$ cat src/rss_cfg.svh
/*
 reset sequencer constants: register offsets, field positions and timing counts.
 assumes a 100 MHz system clock and byte addressing on the register bus.
*/
`ifndef RSS_CFG_SVH
`define RSS_CFG_SVH
`define RSS_CLK_NS 10
// register byte offsets
`define RSS_A_CAUSE 8'h00
`define RSS_A_BORCTL 8'h04
`define RSS_A_PSRST 8'h08
`define RSS_A_APPRST 8'h0c
`define RSS_A_LDOCTL 8'h10
`define RSS_A_STATUS 8'h14
// reset_cause_flags bit positions
`define RSS_C_EXT 0
`define RSS_C_POR 1
`define RSS_C_BOR 2
`define RSS_C_SW 3
`define RSS_C_WDT 4
`define RSS_C_LDO 5
`define RSS_NCAUSE 6
// supply_fault_reset_ctrl fields
`define RSS_B_WAIT 0
`define RSS_B_SEL 1
`define RSS_B_FILT 2
`define RSS_B_DLY_LO 8
`define RSS_B_DLY_HI 23
// app_irq_reset_ctrl and regulator_fault_reset fields
`define RSS_P_SYSREQ 2
`define RSS_L_EN 0
// timing
`define RSS_HOLD_NS 100
`define RSS_HOLD_CYC ((`RSS_HOLD_NS + `RSS_CLK_NS - 1) / `RSS_CLK_NS)
`define RSS_BOR_CLR_US 500
`define RSS_BOR_CLR_CYC ((`RSS_BOR_CLR_US * 1000 + `RSS_CLK_NS - 1) / `RSS_CLK_NS)
`define RSS_FILT_CYC 16
`endif

$ cat src/rss_pkg.sv
/*
 reset sequencer types.
 assumes nothing beyond the compile order header, package, modules.
*/
package rss_pkg;
    typedef enum logic [1:0] {
        RS_RUN = 2'b00,
        RS_HOLD = 2'b01,
        RS_STRETCH = 2'b10,
        RS_BOOT = 2'b11
    } rss_state_e;
endpackage : rss_pkg

$ cat src/rss_reset_sequencer.sv
/*
 reset source sequencer: merges the reset sources, drives core, peripheral and
 test-port resets, keeps sticky cause flags, handles brown-out filtering and resampling.
 assumes a single 100 MHz clock; power monitors and the reset pin are asynchronous,
 the watchdog reset request is synchronous to clk_i. registers over classic wishbone.
*/
// Register access over Wishbone and the address map were left to the implementer.
`timescale 1ns/1ps
`include "rss_cfg.svh"
// Functional notes
// six reset sources merge into internal reset
// power-on resets core, peripherals, test port
// pin resets core, peripherals, test-port pins only
// brownout, software, watchdog, regulator spare test port
// peripheral soft reset touches selected peripherals only
// each reset sets its cause flag
// flags sticky; pin reset clears the others
// pin and power-on handling on main clock
// power-on: hold until detector idle, then boot
// power-on source acts at first power-up only
// pin released, then internal release and boot
// brownout reset disabled after reset
// brownout raises interrupt or reset per config
// brownout resets only with reset-select set
// wait-filter resamples brownout after programmed delay
// persisting condition leads to reset then boot; after the delay the code raises bor_irq_o only, with no reset
// brownout condition clears after 500 us
// optional noise filter on brownout interrupt path
// peripheral reset on bit set then cleared
// regulator flag set before internal reset
// internal reset holds while any source active
// reset pin synchronised before use
module rss_reset_sequencer import rss_pkg::*; #(
    parameter int NPERIPH = 32,
    parameter int BOR_CLR_CYC = `RSS_BOR_CLR_CYC,
    parameter int FILT_CYC = `RSS_FILT_CYC
) (
    // clock and reset
    input wire logic clk_i,
    input wire logic rst_i,
    // wishbone slave
    input wire logic wb_cyc_i,
    input wire logic wb_stb_i,
    input wire logic wb_we_i,
    input wire logic [7:0] wb_adr_i,
    input wire logic [3:0] wb_sel_i,
    input wire logic [31:0] wb_dat_i,
    output logic [31:0] wb_dat_o,
    output logic wb_ack_o,
    // reset sources
    input wire logic por_det_i,
    input wire logic rst_pin_n_i,
    input wire logic bor_det_i,
    input wire logic wdt_rst_i,
    input wire logic ldo_unreg_i,
    // reset outputs
    output logic core_rst_o,
    output logic [NPERIPH-1:0] periph_rst_o,
    output logic tap_rst_o,
    output logic pin_cfg_rst_o,
    output logic boot_fetch_o,
    output logic bor_irq_o
);
    localparam int CW = $clog2(BOR_CLR_CYC + 1);
    localparam int NC = `RSS_NCAUSE;
    localparam int HW = 4;

    typedef struct packed {
        rss_state_e st;
        logic [HW-1:0] hold_cnt;
        logic [NC-1:0] cause;
        logic bor_sel;
        logic bor_wait;
        logic bor_filt;
        logic ldo_en;
        logic [15:0] bor_dly;
        logic [NPERIPH-1:0] srst;
        logic [NPERIPH-1:0] prst;
        logic sw_req;
        logic bor_cond;
        logic bor_pend;
        logic [15:0] dly_cnt;
        logic [CW-1:0] clr_cnt;
        logic por_done;
        logic core_rel;
        logic tap_rel;
        logic pcfg;
        logic boot;
        logic irq;
        logic ack;
        logic [31:0] rdat;
    } rss_core_s;

    rss_core_s r;
    rss_core_s next_r;

    // leave reset in the hold state so core reset never dips for a cycle
    localparam rss_core_s RST_STATE = '{st: RS_HOLD, default: '0};

    logic [3:0] sync_q;
    logic por_s;
    logic pin_n_s;
    logic bor_s;
    logic ldo_s;
    logic bor_f;
    logic acc;
    logic wr;
    logic [31:0] m;
    logic [31:0] wv;
    logic [31:0] bctl;
    logic [31:0] rd;
    logic [NC-1:0] clr;
    logic [NC-1:0] set;
    logic por_act;
    logic ext_act;
    logic bor_in;
    logic bor_rst;
    logic ldo_act;
    logic any_sys;

    // power-on detector idles active so leaving reset starts a power-on
    rss_sync3 #(
        .W(4),
        .RST_VAL(4'h1)
    ) u_sync (
        .clk_i(clk_i),
        .rst_i(rst_i),
        .d_i({ldo_unreg_i, bor_det_i, ~rst_pin_n_i, por_det_i}),
        .q_o(sync_q)
    );

    assign por_s = sync_q[0];
    assign pin_n_s = ~sync_q[1];
    assign bor_s = sync_q[2];
    assign ldo_s = sync_q[3];

    rss_glitch_filter #(
        .CNT(FILT_CYC)
    ) u_filt (
        .clk_i(clk_i),
        .rst_i(rst_i),
        .en_i(r.bor_filt),
        .d_i(bor_s),
        .q_o(bor_f)
    );

    function automatic logic [31:0] byte_mask(input logic [3:0] sel);
        logic [31:0] v;
        v = '0;
        for (int i = 0; i < 4; i++) begin
            v[i*8 +: 8] = {8{sel[i]}};
        end
        return v;
    endfunction : byte_mask

    always_comb begin
        next_r = r;
        acc = wb_cyc_i & wb_stb_i & ~r.ack;
        wr = acc & wb_we_i;
        m = byte_mask(wb_sel_i);
        next_r.ack = acc;
        next_r.sw_req = 1'b0;
        next_r.irq = 1'b0;
        next_r.boot = 1'b0;
        clr = '0;
        bor_rst = 1'b0;

        // register images
        bctl = '0;
        bctl[`RSS_B_WAIT] = r.bor_wait;
        bctl[`RSS_B_SEL] = r.bor_sel;
        bctl[`RSS_B_FILT] = r.bor_filt;
        bctl[`RSS_B_DLY_HI:`RSS_B_DLY_LO] = r.bor_dly;
        rd = '0;
        unique case (wb_adr_i)
            `RSS_A_CAUSE: rd = 32'(r.cause);
            `RSS_A_BORCTL: rd = bctl;
            `RSS_A_PSRST: rd = 32'(r.srst);
            `RSS_A_LDOCTL: rd = 32'(r.ldo_en);
            `RSS_A_STATUS: rd = {26'h0, r.bor_pend, r.bor_cond, ~r.core_rel, r.por_done, r.st};
            default: rd = '0;
        endcase
        if (acc) begin
            next_r.rdat = wb_we_i ? 32'h0 : rd;
        end

        // writes take effect in the cycle the request is taken
        wv = (rd & ~m) | (wb_dat_i & m);
        if (wr) begin
            unique case (wb_adr_i)
                `RSS_A_CAUSE: clr = wv[NC-1:0] & m[NC-1:0];
                `RSS_A_BORCTL: begin
                    next_r.bor_wait = wv[`RSS_B_WAIT];
                    next_r.bor_sel = wv[`RSS_B_SEL];
                    next_r.bor_filt = wv[`RSS_B_FILT];
                    next_r.bor_dly = wv[`RSS_B_DLY_HI:`RSS_B_DLY_LO];
                end
                `RSS_A_PSRST: next_r.srst = wv[NPERIPH-1:0];
                `RSS_A_APPRST: next_r.sw_req = wv[`RSS_P_SYSREQ];
                `RSS_A_LDOCTL: next_r.ldo_en = wv[`RSS_L_EN];
                default: ;
            endcase
        end

        // source qualification
        next_r.por_done = r.por_done | ~por_s;
        por_act = por_s & ~r.por_done;
        ext_act = ~pin_n_s;
        ldo_act = ldo_s & r.ldo_en;

        // brownout: reset path sees the raw level, interrupt path the filtered one
        bor_in = r.bor_sel ? bor_s : bor_f;
        if (r.bor_cond) begin
            if (r.clr_cnt == '0) begin
                next_r.bor_cond = 1'b0;
            end else begin
                next_r.clr_cnt = r.clr_cnt - CW'(1);
            end
        end else if (bor_in) begin
            next_r.bor_cond = 1'b1;
            next_r.clr_cnt = CW'(BOR_CLR_CYC - 1);
            if (r.bor_sel) begin
                bor_rst = 1'b1;
            end else if (r.bor_wait) begin
                next_r.bor_pend = 1'b1;
                next_r.dly_cnt = r.bor_dly;
            end else begin
                next_r.irq = 1'b1;
            end
        end
        if (r.bor_pend) begin
            if (r.dly_cnt == '0) begin
                next_r.bor_pend = 1'b0;
                // vanished condition: nothing happens
                next_r.irq = bor_f;
            end else begin
                next_r.dly_cnt = r.dly_cnt - 16'h1;
            end
        end

        any_sys = por_act | ext_act | bor_rst | r.sw_req | wdt_rst_i | ldo_act;

        // cause flags: set beats a software clear
        set = '0;
        set[`RSS_C_EXT] = ext_act;
        set[`RSS_C_POR] = por_act;
        set[`RSS_C_BOR] = bor_rst;
        set[`RSS_C_SW] = r.sw_req;
        set[`RSS_C_WDT] = wdt_rst_i;
        set[`RSS_C_LDO] = ldo_act;
        if (ext_act) begin
            next_r.cause = set;
        end else begin
            next_r.cause = set | (r.cause & ~clr);
        end

        // sequencer
        unique case (r.st)
            RS_RUN, RS_BOOT: begin
                if (any_sys) begin
                    next_r.st = RS_HOLD;
                end else begin
                    next_r.st = RS_RUN;
                end
            end
            RS_HOLD: begin
                if (!any_sys) begin
                    next_r.st = RS_STRETCH;
                    next_r.hold_cnt = HW'(`RSS_HOLD_CYC - 1);
                end
            end
            RS_STRETCH: begin
                if (any_sys) begin
                    next_r.st = RS_HOLD;
                end else if (r.hold_cnt == '0) begin
                    next_r.st = RS_BOOT;
                end else begin
                    next_r.hold_cnt = r.hold_cnt - HW'(1);
                end
            end
        endcase

        // a system reset returns control state to its defaults
        if (r.st == RS_HOLD) begin
            next_r.bor_sel = 1'b0;
            next_r.bor_wait = 1'b0;
            next_r.bor_filt = 1'b0;
            next_r.ldo_en = 1'b0;
            next_r.bor_dly = '0;
            next_r.srst = '0;
            next_r.bor_pend = 1'b0;
        end

        // pulse on every bit that software drops
        next_r.prst = r.srst & ~next_r.srst;
        // reset output lags the flags by one cycle
        next_r.core_rel = ~(r.st == RS_HOLD || r.st == RS_STRETCH);
        next_r.boot = (r.st == RS_BOOT);
        next_r.tap_rel = ~por_act;
        next_r.pcfg = por_act | ext_act;
    end

    // single clock: pin and power-on handling share it with the internal logic
    always_ff @(posedge clk_i) begin
        if (rst_i) begin
            r <= RST_STATE;
        end else begin
            r <= next_r;
        end
    end

    assign wb_ack_o = r.ack;
    assign wb_dat_o = r.rdat;
    assign core_rst_o = ~r.core_rel;
    assign periph_rst_o = {NPERIPH{~r.core_rel}} | r.prst;
    assign tap_rst_o = ~r.tap_rel;
    assign pin_cfg_rst_o = r.pcfg;
    assign boot_fetch_o = r.boot;
    assign bor_irq_o = r.irq;
endmodule : rss_reset_sequencer

$ cat src/rss_sync3.sv
/*
 three-stage synchroniser for a vector of asynchronous levels.
 assumes each bit is an independent level; output moves once stages two and three agree.
*/
`timescale 1ns/1ps
module rss_sync3 import rss_pkg::*; #(
    parameter int W = 1,
    parameter logic [W-1:0] RST_VAL = '0
) (
    // clock and reset
    input wire logic clk_i,
    input wire logic rst_i,
    // levels
    input wire logic [W-1:0] d_i,
    output logic [W-1:0] q_o
);
    typedef struct packed {
        logic [W-1:0] s1;
        logic [W-1:0] s2;
        logic [W-1:0] s3;
        logic [W-1:0] q;
    } rss_sync_s;

    rss_sync_s r;
    rss_sync_s next_r;

    always_comb begin
        next_r = r;
        next_r.s1 = d_i;
        next_r.s2 = r.s1;
        next_r.s3 = r.s2;
        // stage one feeds only stage two
        next_r.q = (r.s2 & ~(r.s2 ^ r.s3)) | (r.q & (r.s2 ^ r.s3));
    end

    always_ff @(posedge clk_i) begin
        if (rst_i) begin
            r <= {4{RST_VAL}};
        end else begin
            r <= next_r;
        end
    end

    assign q_o = r.q;
endmodule : rss_sync3

$ cat src/rss_glitch_filter.sv
/*
 digital noise filter for one synchronised level.
 assumes the input is already on clk_i; when disabled the level passes with one cycle delay.
*/
`timescale 1ns/1ps
module rss_glitch_filter import rss_pkg::*; #(
    parameter int CNT = 16
) (
    // clock and reset
    input wire logic clk_i,
    input wire logic rst_i,
    // level
    input wire logic en_i,
    input wire logic d_i,
    output logic q_o
);
    localparam int CW = $clog2(CNT + 1);

    typedef struct packed {
        logic q;
        logic [CW-1:0] cnt;
    } rss_filt_s;

    rss_filt_s r;
    rss_filt_s next_r;

    always_comb begin
        next_r = r;
        if (!en_i || d_i == r.q) begin
            next_r.cnt = '0;
            next_r.q = d_i;
        end else if (r.cnt == CW'(CNT - 1)) begin
            next_r.cnt = '0;
            next_r.q = d_i;
        end else begin
            next_r.cnt = r.cnt + CW'(1);
        end
    end

    always_ff @(posedge clk_i) begin
        if (rst_i) begin
            r <= '0;
        end else begin
            r <= next_r;
        end
    end

    assign q_o = r.q;
endmodule : rss_glitch_filter

$ cat config.mk
export PLATFORM = sky130hd
export DESIGN_NAME = rss_reset_sequencer
export DESIGN_NICKNAME = d
export VERILOG_FILES = /design/src/rss_pkg.sv /design/src/rss_reset_sequencer.sv /design/src/rss_sync3.sv /design/src/rss_glitch_filter.sv
export VERILOG_INCLUDE_DIRS = /design/src
export SDC_FILE = /design/constraint.sdc
export NUM_CORES = 1
export LEC_CHECK = 0
export ABC_AREA = 0
export BUFFER_PORTS_ARGS = -buffer_cell sky130_fd_sc_hd__buf_2
export CAP_MARGIN = 25
export CORE_MARGIN = 3
export CORE_UTILIZATION = 52
export CTS_CLUSTER_DIAMETER = 100
export DETAILED_ROUTE_END_ITERATION = 6
export PLACE_DENSITY = 0.76
export SETUP_SLACK_MARGIN = 0.3
export SYNTH_ARGS = -nofsm -noshare
export SYNTH_HDL_FRONTEND = slang
export SYNTH_SLANG_ARGS = --single-unit
$ cat constraint.sdc
create_clock -name clk_i -period 2.2 [get_ports clk_i]
set_input_delay 0.11 -clock clk_i [delete_from_list [all_inputs] [get_ports clk_i]]
set_output_delay 0.11 -clock clk_i [all_outputs]
set_load 0.005 [all_outputs]
Yosys cells after proc, flatten, opt, wreduce, memory -nomap -nowiden
Index checks and enable logic that the tools add are counted.
{"block": "classes", "addsub": 4, "eq_ne": 15, "muxes": 40, "bitwise_logic": 37, "n_reduce_logical": 20}
{"operator": "one-hot mux 32 bit (5 select lines)", "count": 1}
{"operator": "2-to-1 mux 32 bit", "count": 4}
{"operator": "bitwise AND 32 bit", "count": 3}
{"operator": "2-to-1 mux 17 bit", "count": 4}
{"operator": "NOT 32 bit", "count": 2}
{"operator": "bitwise OR 32 bit", "count": 2}
{"operator": "2-to-1 mux 16 bit", "count": 3}
{"operator": "2-to-1 mux 34 bit", "count": 1}
{"operator": "logical NOT 16 bit", "count": 2}
{"operator": "subtractor 16 x 1 -> 16 bit (second input constant)", "count": 2}
{"operator": "2-to-1 mux 6 bit", "count": 5}
{"operator": "== test 8 x 4 -> 1 bit (second input constant)", "count": 2}
{"operator": "== test 8 x 5 -> 1 bit (second input constant)", "count": 2}
{"operator": "2-to-1 mux 1 bit", "count": 15}
{"operator": "bitwise AND 6 bit", "count": 2}
{"operator": "NOT 1 bit", "count": 10}
{"operator": "bitwise AND 4 bit", "count": 2}
{"operator": "== test 8 x 3 -> 1 bit (second input constant)", "count": 1}
{"operator": "logical NOT 8 bit", "count": 1}
{"operator": "2-to-1 mux 4 bit", "count": 2}
{"operator": "inequality test 2 bit (second input constant)", "count": 4}
{"operator": "one-hot mux 4 bit (2 select lines)", "count": 1}
{"operator": "AND reduction 2 bit", "count": 4}
{"operator": "NOT 6 bit", "count": 1}
{"operator": "24 further kinds", "count": 40}
{"block": "word_totals", "reg_bits": 192}

Longest topological paths before layout
{"block": "logic_depth", "depth_word": 11, "depth_mapped": 9}

Modules after synthesis
A second synthesis with hierarchy kept.
{"block": "unflattened", "cells_unflattened": 1063, "area_unflattened_um2": 9090.0}
{"mod": "rss_reset_sequencer", "instances": 1, "cells_per_inst": 994, "area_per_inst_um2": 8341.8, "seq_area_each_um2": 3383.2}
{"mod": "rss_sync3", "instances": 1, "cells_per_inst": 45, "area_per_inst_um2": 508.0, "seq_area_each_um2": 320.3}
{"mod": "rss_glitch_filter", "instances": 1, "cells_per_inst": 24, "area_per_inst_um2": 240.2, "seq_area_each_um2": 120.1}

Worst setup path after synthesis
OpenSTA, ideal clock, no wires.
{"block": "synth_timing", "kind": "reg2reg", "startpoint": "reg r[55] (netlist name)", "endpoint": "reg r[64] (netlist name)", "arrival_ns": 2.092, "required_ns": 2.141, "path_slack_ns": 0.049, "stages_incl_launch_ff": 10, "path_buffers": 2, "period_less_slack_ns": 2.151, "path_cell_list": "dfxtp_1 > inv_1 > ha_1 > nor3b_1 > and4_1 > buf_2 > nor2_1 > clkbuf_1 > a41oi_1 > o221a_2"}
{"block": "synth_between", "elab_chain_len": 3, "elab_cells_between_ends": 4}
{"element": "start, declared", "line": "rss_reset_sequencer.sv:94", "text": "rss_core_s r;"}
{"element": "start signal, assigned", "line": "rss_reset_sequencer.sv:308", "text": "r <= next_r;"}
{"element": "subtractor 16 x 1 -> 16 bit or logical NOT 16 bit (tied branches)", "line": "rss_reset_sequencer.sv:237, rss_reset_sequencer.sv:232"}
{"element": "2-to-1 mux 16 bit *", "line": "rss_reset_sequencer.sv:232", "text": "if (r.dly_cnt == '0) begin"}
{"element": "2-to-1 mux 17 bit *", "line": "rss_reset_sequencer.sv:231", "text": "if (r.bor_pend) begin"}
Mark *: on every way between the ends. The rest lies on a longest branch, timed or not.
A chain may end at the register's enable or synchronous reset.

Worst setup path after layout
{"block": "layout_timing", "startpoint": "reg r[64] (netlist name)", "endpoint": "reg r[68] (netlist name)"}
The elaborated chain is that of the path after synthesis.

==> impl_metrics.csv <==
group,metric,value,unit
status,status,"complete, no violations",
critical_path,reg2reg_depth,4,
floorplan,num_io_pins,124,
placed_design,placed_area,0.00954,mm^2
synthesis,yosysTopAreaCell,"dfxtp_1",
clock_network,cts_sinks,191,
power_and_ir_drop,intPower,5.77,mW
critical_path,r2r_slack,0.21,ns
sta,tightest_slew,0.659,ns
critical_path,worst_path_most_repeated_cell,"or4_4",
clock_network,path_clk_slew,0.07,ns
critical_path,r2r-end,"r[68]$_SDFF_PP0_",
floorplan,core.rowCount,46,
drt,vias,7786,
drt,ant_nets,0,
critical_path,worstPathCellList,"or4_4 -> or4_4 -> or4_4 -> o211ai_1",
critical_path,worstPathArrival,2.35,ns
sta,fin_skew,0.0142,ns
synthesis,yosys.area.top_type_share,43.8,%
sta,min_period,1.99,ns
worst_hold_path,hp-class,"input pin to flop",
placed_design,post-place-ws,-0.0804,ns
critical_path,critPathMaxStageDelay,0.54,ns
drt,drcViolationCount,0,
clock_network,htree_num_levels,4,
sta,timing.slew.headroom,54.9,%
drt,drt_iter0_markers,619,
grt,grt-ovfl-total,0,
sta,slew_violations,0,
grt,grt_max_degree,44,
sta,rsz0062_at_grt,"true",
drt,viasPerCell,5.78,
layout,area_growth,20.2,%
worst_hold_path,whs_path_depth,3,
layout,drive_gt1_share,23.1,%
floorplan,coreArea,0.0162,mm^2
grt,grt_pass1_wl,36000,um
placed_design,gp_congestion,0.909,
power_and_ir_drop,p_clk_share,41.1,%
power_and_ir_drop,power,7.76,mW
sta,setup-violations-final,0,
power_and_ir_drop,power.switching,1.99,mW
placed_design,portBuffers,123,
synthesis,synthArstFlopShare,0,%
critical_path,crit_required,2.56,ns
job,cap_violations,0,
drt,wl,22000,um
clock_network,cts_buffers,17,
synthesis,syn_nets,1069,
layout,finalInstanceArea,0.0105,mm^2
grt,gr-usage-all-layers,24.0,%
sta,final.setup.tns,0,ns
worst_hold_path,min_from,"wb_dat_i[2]",
power_and_ir_drop,ir_drop,627,uV
synthesis,ys_ff_latch,191,
synthesis,synth_edf_count,0,
grt,antenna_found_initial,0,
placed_design,place.detailed.hpwl,15000,um
floorplan,chipHeight,136,um
floorplan,start_util,54.0,%
power_and_ir_drop,power.density,739,mW/mm^2
clock_network,cts-root-buf,"clkbuf_16",
clock_network,clk_latency,0.44,ns
drt,wire_per_inst,16.3,um
clock_network,cts_buffer_depth,2,
drt,drt_pre_antenna_iters,5,
critical_path,cp_slowest_cell,"or4_4",
critical_path,worstSetupPathType,"flop to flop",
sta,period_share,90.6,%
worst_hold_path,holdPathEnd,"r[108]$_SDFF_PP0_",
critical_path,worstSetupStartpointType,"flop",
critical_path,r2r_start,"r[64]$_SDFF_PP0_",
synthesis,ys_top_cells_by_count,"191 x dfxtp_1, 108 x a21oi_1, 79 x nor2_1",
synthesis,synth.most_common_cell,"dfxtp_1",
critical_path,critPathMaxFanout,6,
grt,grt_pass1_vias,7304,
synthesis,synthCells,1006,
synthesis,yosysSeqAreaShare,43.8,%
synthesis,synth_area,0.00874,mm^2
clock_network,cts_tree,"done",
power_and_ir_drop,switching_share,25.6,%
power_and_ir_drop,p_leak,4.02,nW
sta,clock.fmax,502,MHz
synthesis,synthTopCellsByArea,"dfxtp_1 44%, a21oi_1 6.2%, nor2_1 3.4%",
sta,hold_violations,0,
sta,layout_setup_ws,0.206,ns
power_and_ir_drop,seq_power_share,45.3,%
floorplan,die_w,136,um
critical_path,crit_path_end_kind,"flop",
synthesis,synth-main-ff-cell,"dfxtp_1",
synthesis,avgSynthCellArea,8.69,um^2
floorplan,dieArea,0.0184,mm^2
synthesis,yosys.cell_types.count,67,
power_and_ir_drop,power_frac_comb,13.6,%
layout,nets,1183,
synthesis,synth_warnings,0,
layout,n_antenna_cell,0,
-- kinds of logic after synthesis --
group                    synth area share (%)
AO/OA/AOI/OAI                            19.2
buffers and inverters                    6.94
adder cells (fa/ha/maj)                  1.29
XOR/XNOR                                 1.90
flip-flops                               43.8
AND/OR/NAND/NOR                          23.4
multiplexers                             3.52
-- placed cells by master, fill, tap and decap left out, drive strengths merged, types with 6 or more instances in the layout --
| master | count |
|---|---|
| a2111oi | 17 |
| a21oi | 108 |
| a22oi | 29 |
| a31oi | 18 |
| and3 | 6 |
| buf | 178 |
| clkbuf | 20 |
| dfxtp | 191 |
| dlygate4sd3 | 21 |
| ha | 9 |
| inv | 22 |
| mux2i | 24 |
| nand2 | 59 |
| nand2b | 36 |
| nand3 | 15 |
| nand3b | 36 |
| nand4 | 14 |
| nor2 | 80 |
| nor2b | 38 |
| nor3 | 21 |
| nor3b | 6 |
| nor4 | 13 |
| o211ai | 7 |
| o21a | 11 |
| o21ai | 59 |
| or2 | 7 |
| or4 | 8 |
| xor2 | 14 |
-- sequential cells by signal, indices dropped and copies added, names as in the netlist, named ones only --
register and flops:
pin_cfg_rst_o 1, u_sync.r 4, bor_irq_o 1, wb_ack_o 1, r 114, bctl 19
u_filt.q_o 1, wb_dat_o 32, u_filt.r 5, u_sync.next_r 8, boot_fetch_o 1
-- per-layer routing --
metal / vias to the layer above / wire, um / GRT usage [%]
met1: 3677 / 10100 / 33.7
met4: 0 / 468 / 8.57
met3: 39 / 1420 / 4.20
met5: - / 0 / 0
met2: 279 / 10000 / 37.1
li1: 3791 / - / -
-- area by class of cell --
class / count / area, um^2
Inverter: 20 / 75.1
Tap cell: 216 / 270
Fill cell: 1331 / 5670
Clock buffer: 20 / 457
Clock inverter: 11 / 154
Sequential cell: 191 / 3840
Timing Repair Buffer: 199 / 1290
Multi-Input combinational cell: 691 / 4410
-- timing repair --
| action | in CTS | in global routing |
|---|---|---|
| endpoints found under the hold margin | 29 | 0 |
| buffers inserted | 4 | 3 |
| endpoints found under the setup margin | 8 | 57 |
| hold buffers | 21 | 0 |
| resized for setup | 10 | 20 |
| pin swaps | 3 | 4 |
-- power groups by stage --
stage / sequential [mW] / clock, mW / combinational, mW
final: 3.52 / 3.19 / 1.05
after global routing: 3.52 / 3.38 / 1.17
after CTS: 3.52 / 3.24 / 1.05
after detailed placement: 3.60 / 0 / 1.02
after global placement: 3.60 / 0 / 1.00
after floorplan: 3.60 / 0 / 0.591
-- critical path: cells and delay by family (launching register included) --
family,cells,cell delay [ns]
AO/OA/AOI/OAI,1,0.09
flip-flops,1,0.36
AND/OR/NAND/NOR,3,1.48
-- worst max path at each step --
stage / startpoint / to / slack (ns) / cells past startpoint
global placement: wb_adr_i[5] / r[86]$_SDFF_PP0_ / -0.009 / 7
floorplan: r[59]$_SDFF_PP0_ / r[68]$_SDFF_PP0_ / 0.25 / 5
CTS: r[60]$_SDFF_PP0_ / r[68]$_SDFF_PP0_ / 0.23 / 4
detailed placement: wb_adr_i[5] / r[86]$_SDFF_PP0_ / -0.08 / 7
global route: r[64]$_SDFF_PP0_ / r[68]$_SDFF_PP0_ / 0.14 / 4
finish: r[64]$_SDFF_PP0_ / r[68]$_SDFF_PP0_ / 0.21 / 4
-- per-stage QoR --
step / hold slack, ns / util [%] / instances
6_report: 0.0192 / 65.0 / 1348
5_1_grt: 0.0326 / 65.0 / 1348
4_1_cts: 0.00783 / 64.4 / 1345
3_5_place_dp: 0.264 / 59.0 / 1289
3_3_place_gp: 0.263 / 59.0 / 1289
2_1_floorplan: 0.177 / - / 1006
Note: power is estimated with default switching activity, not from simulation.
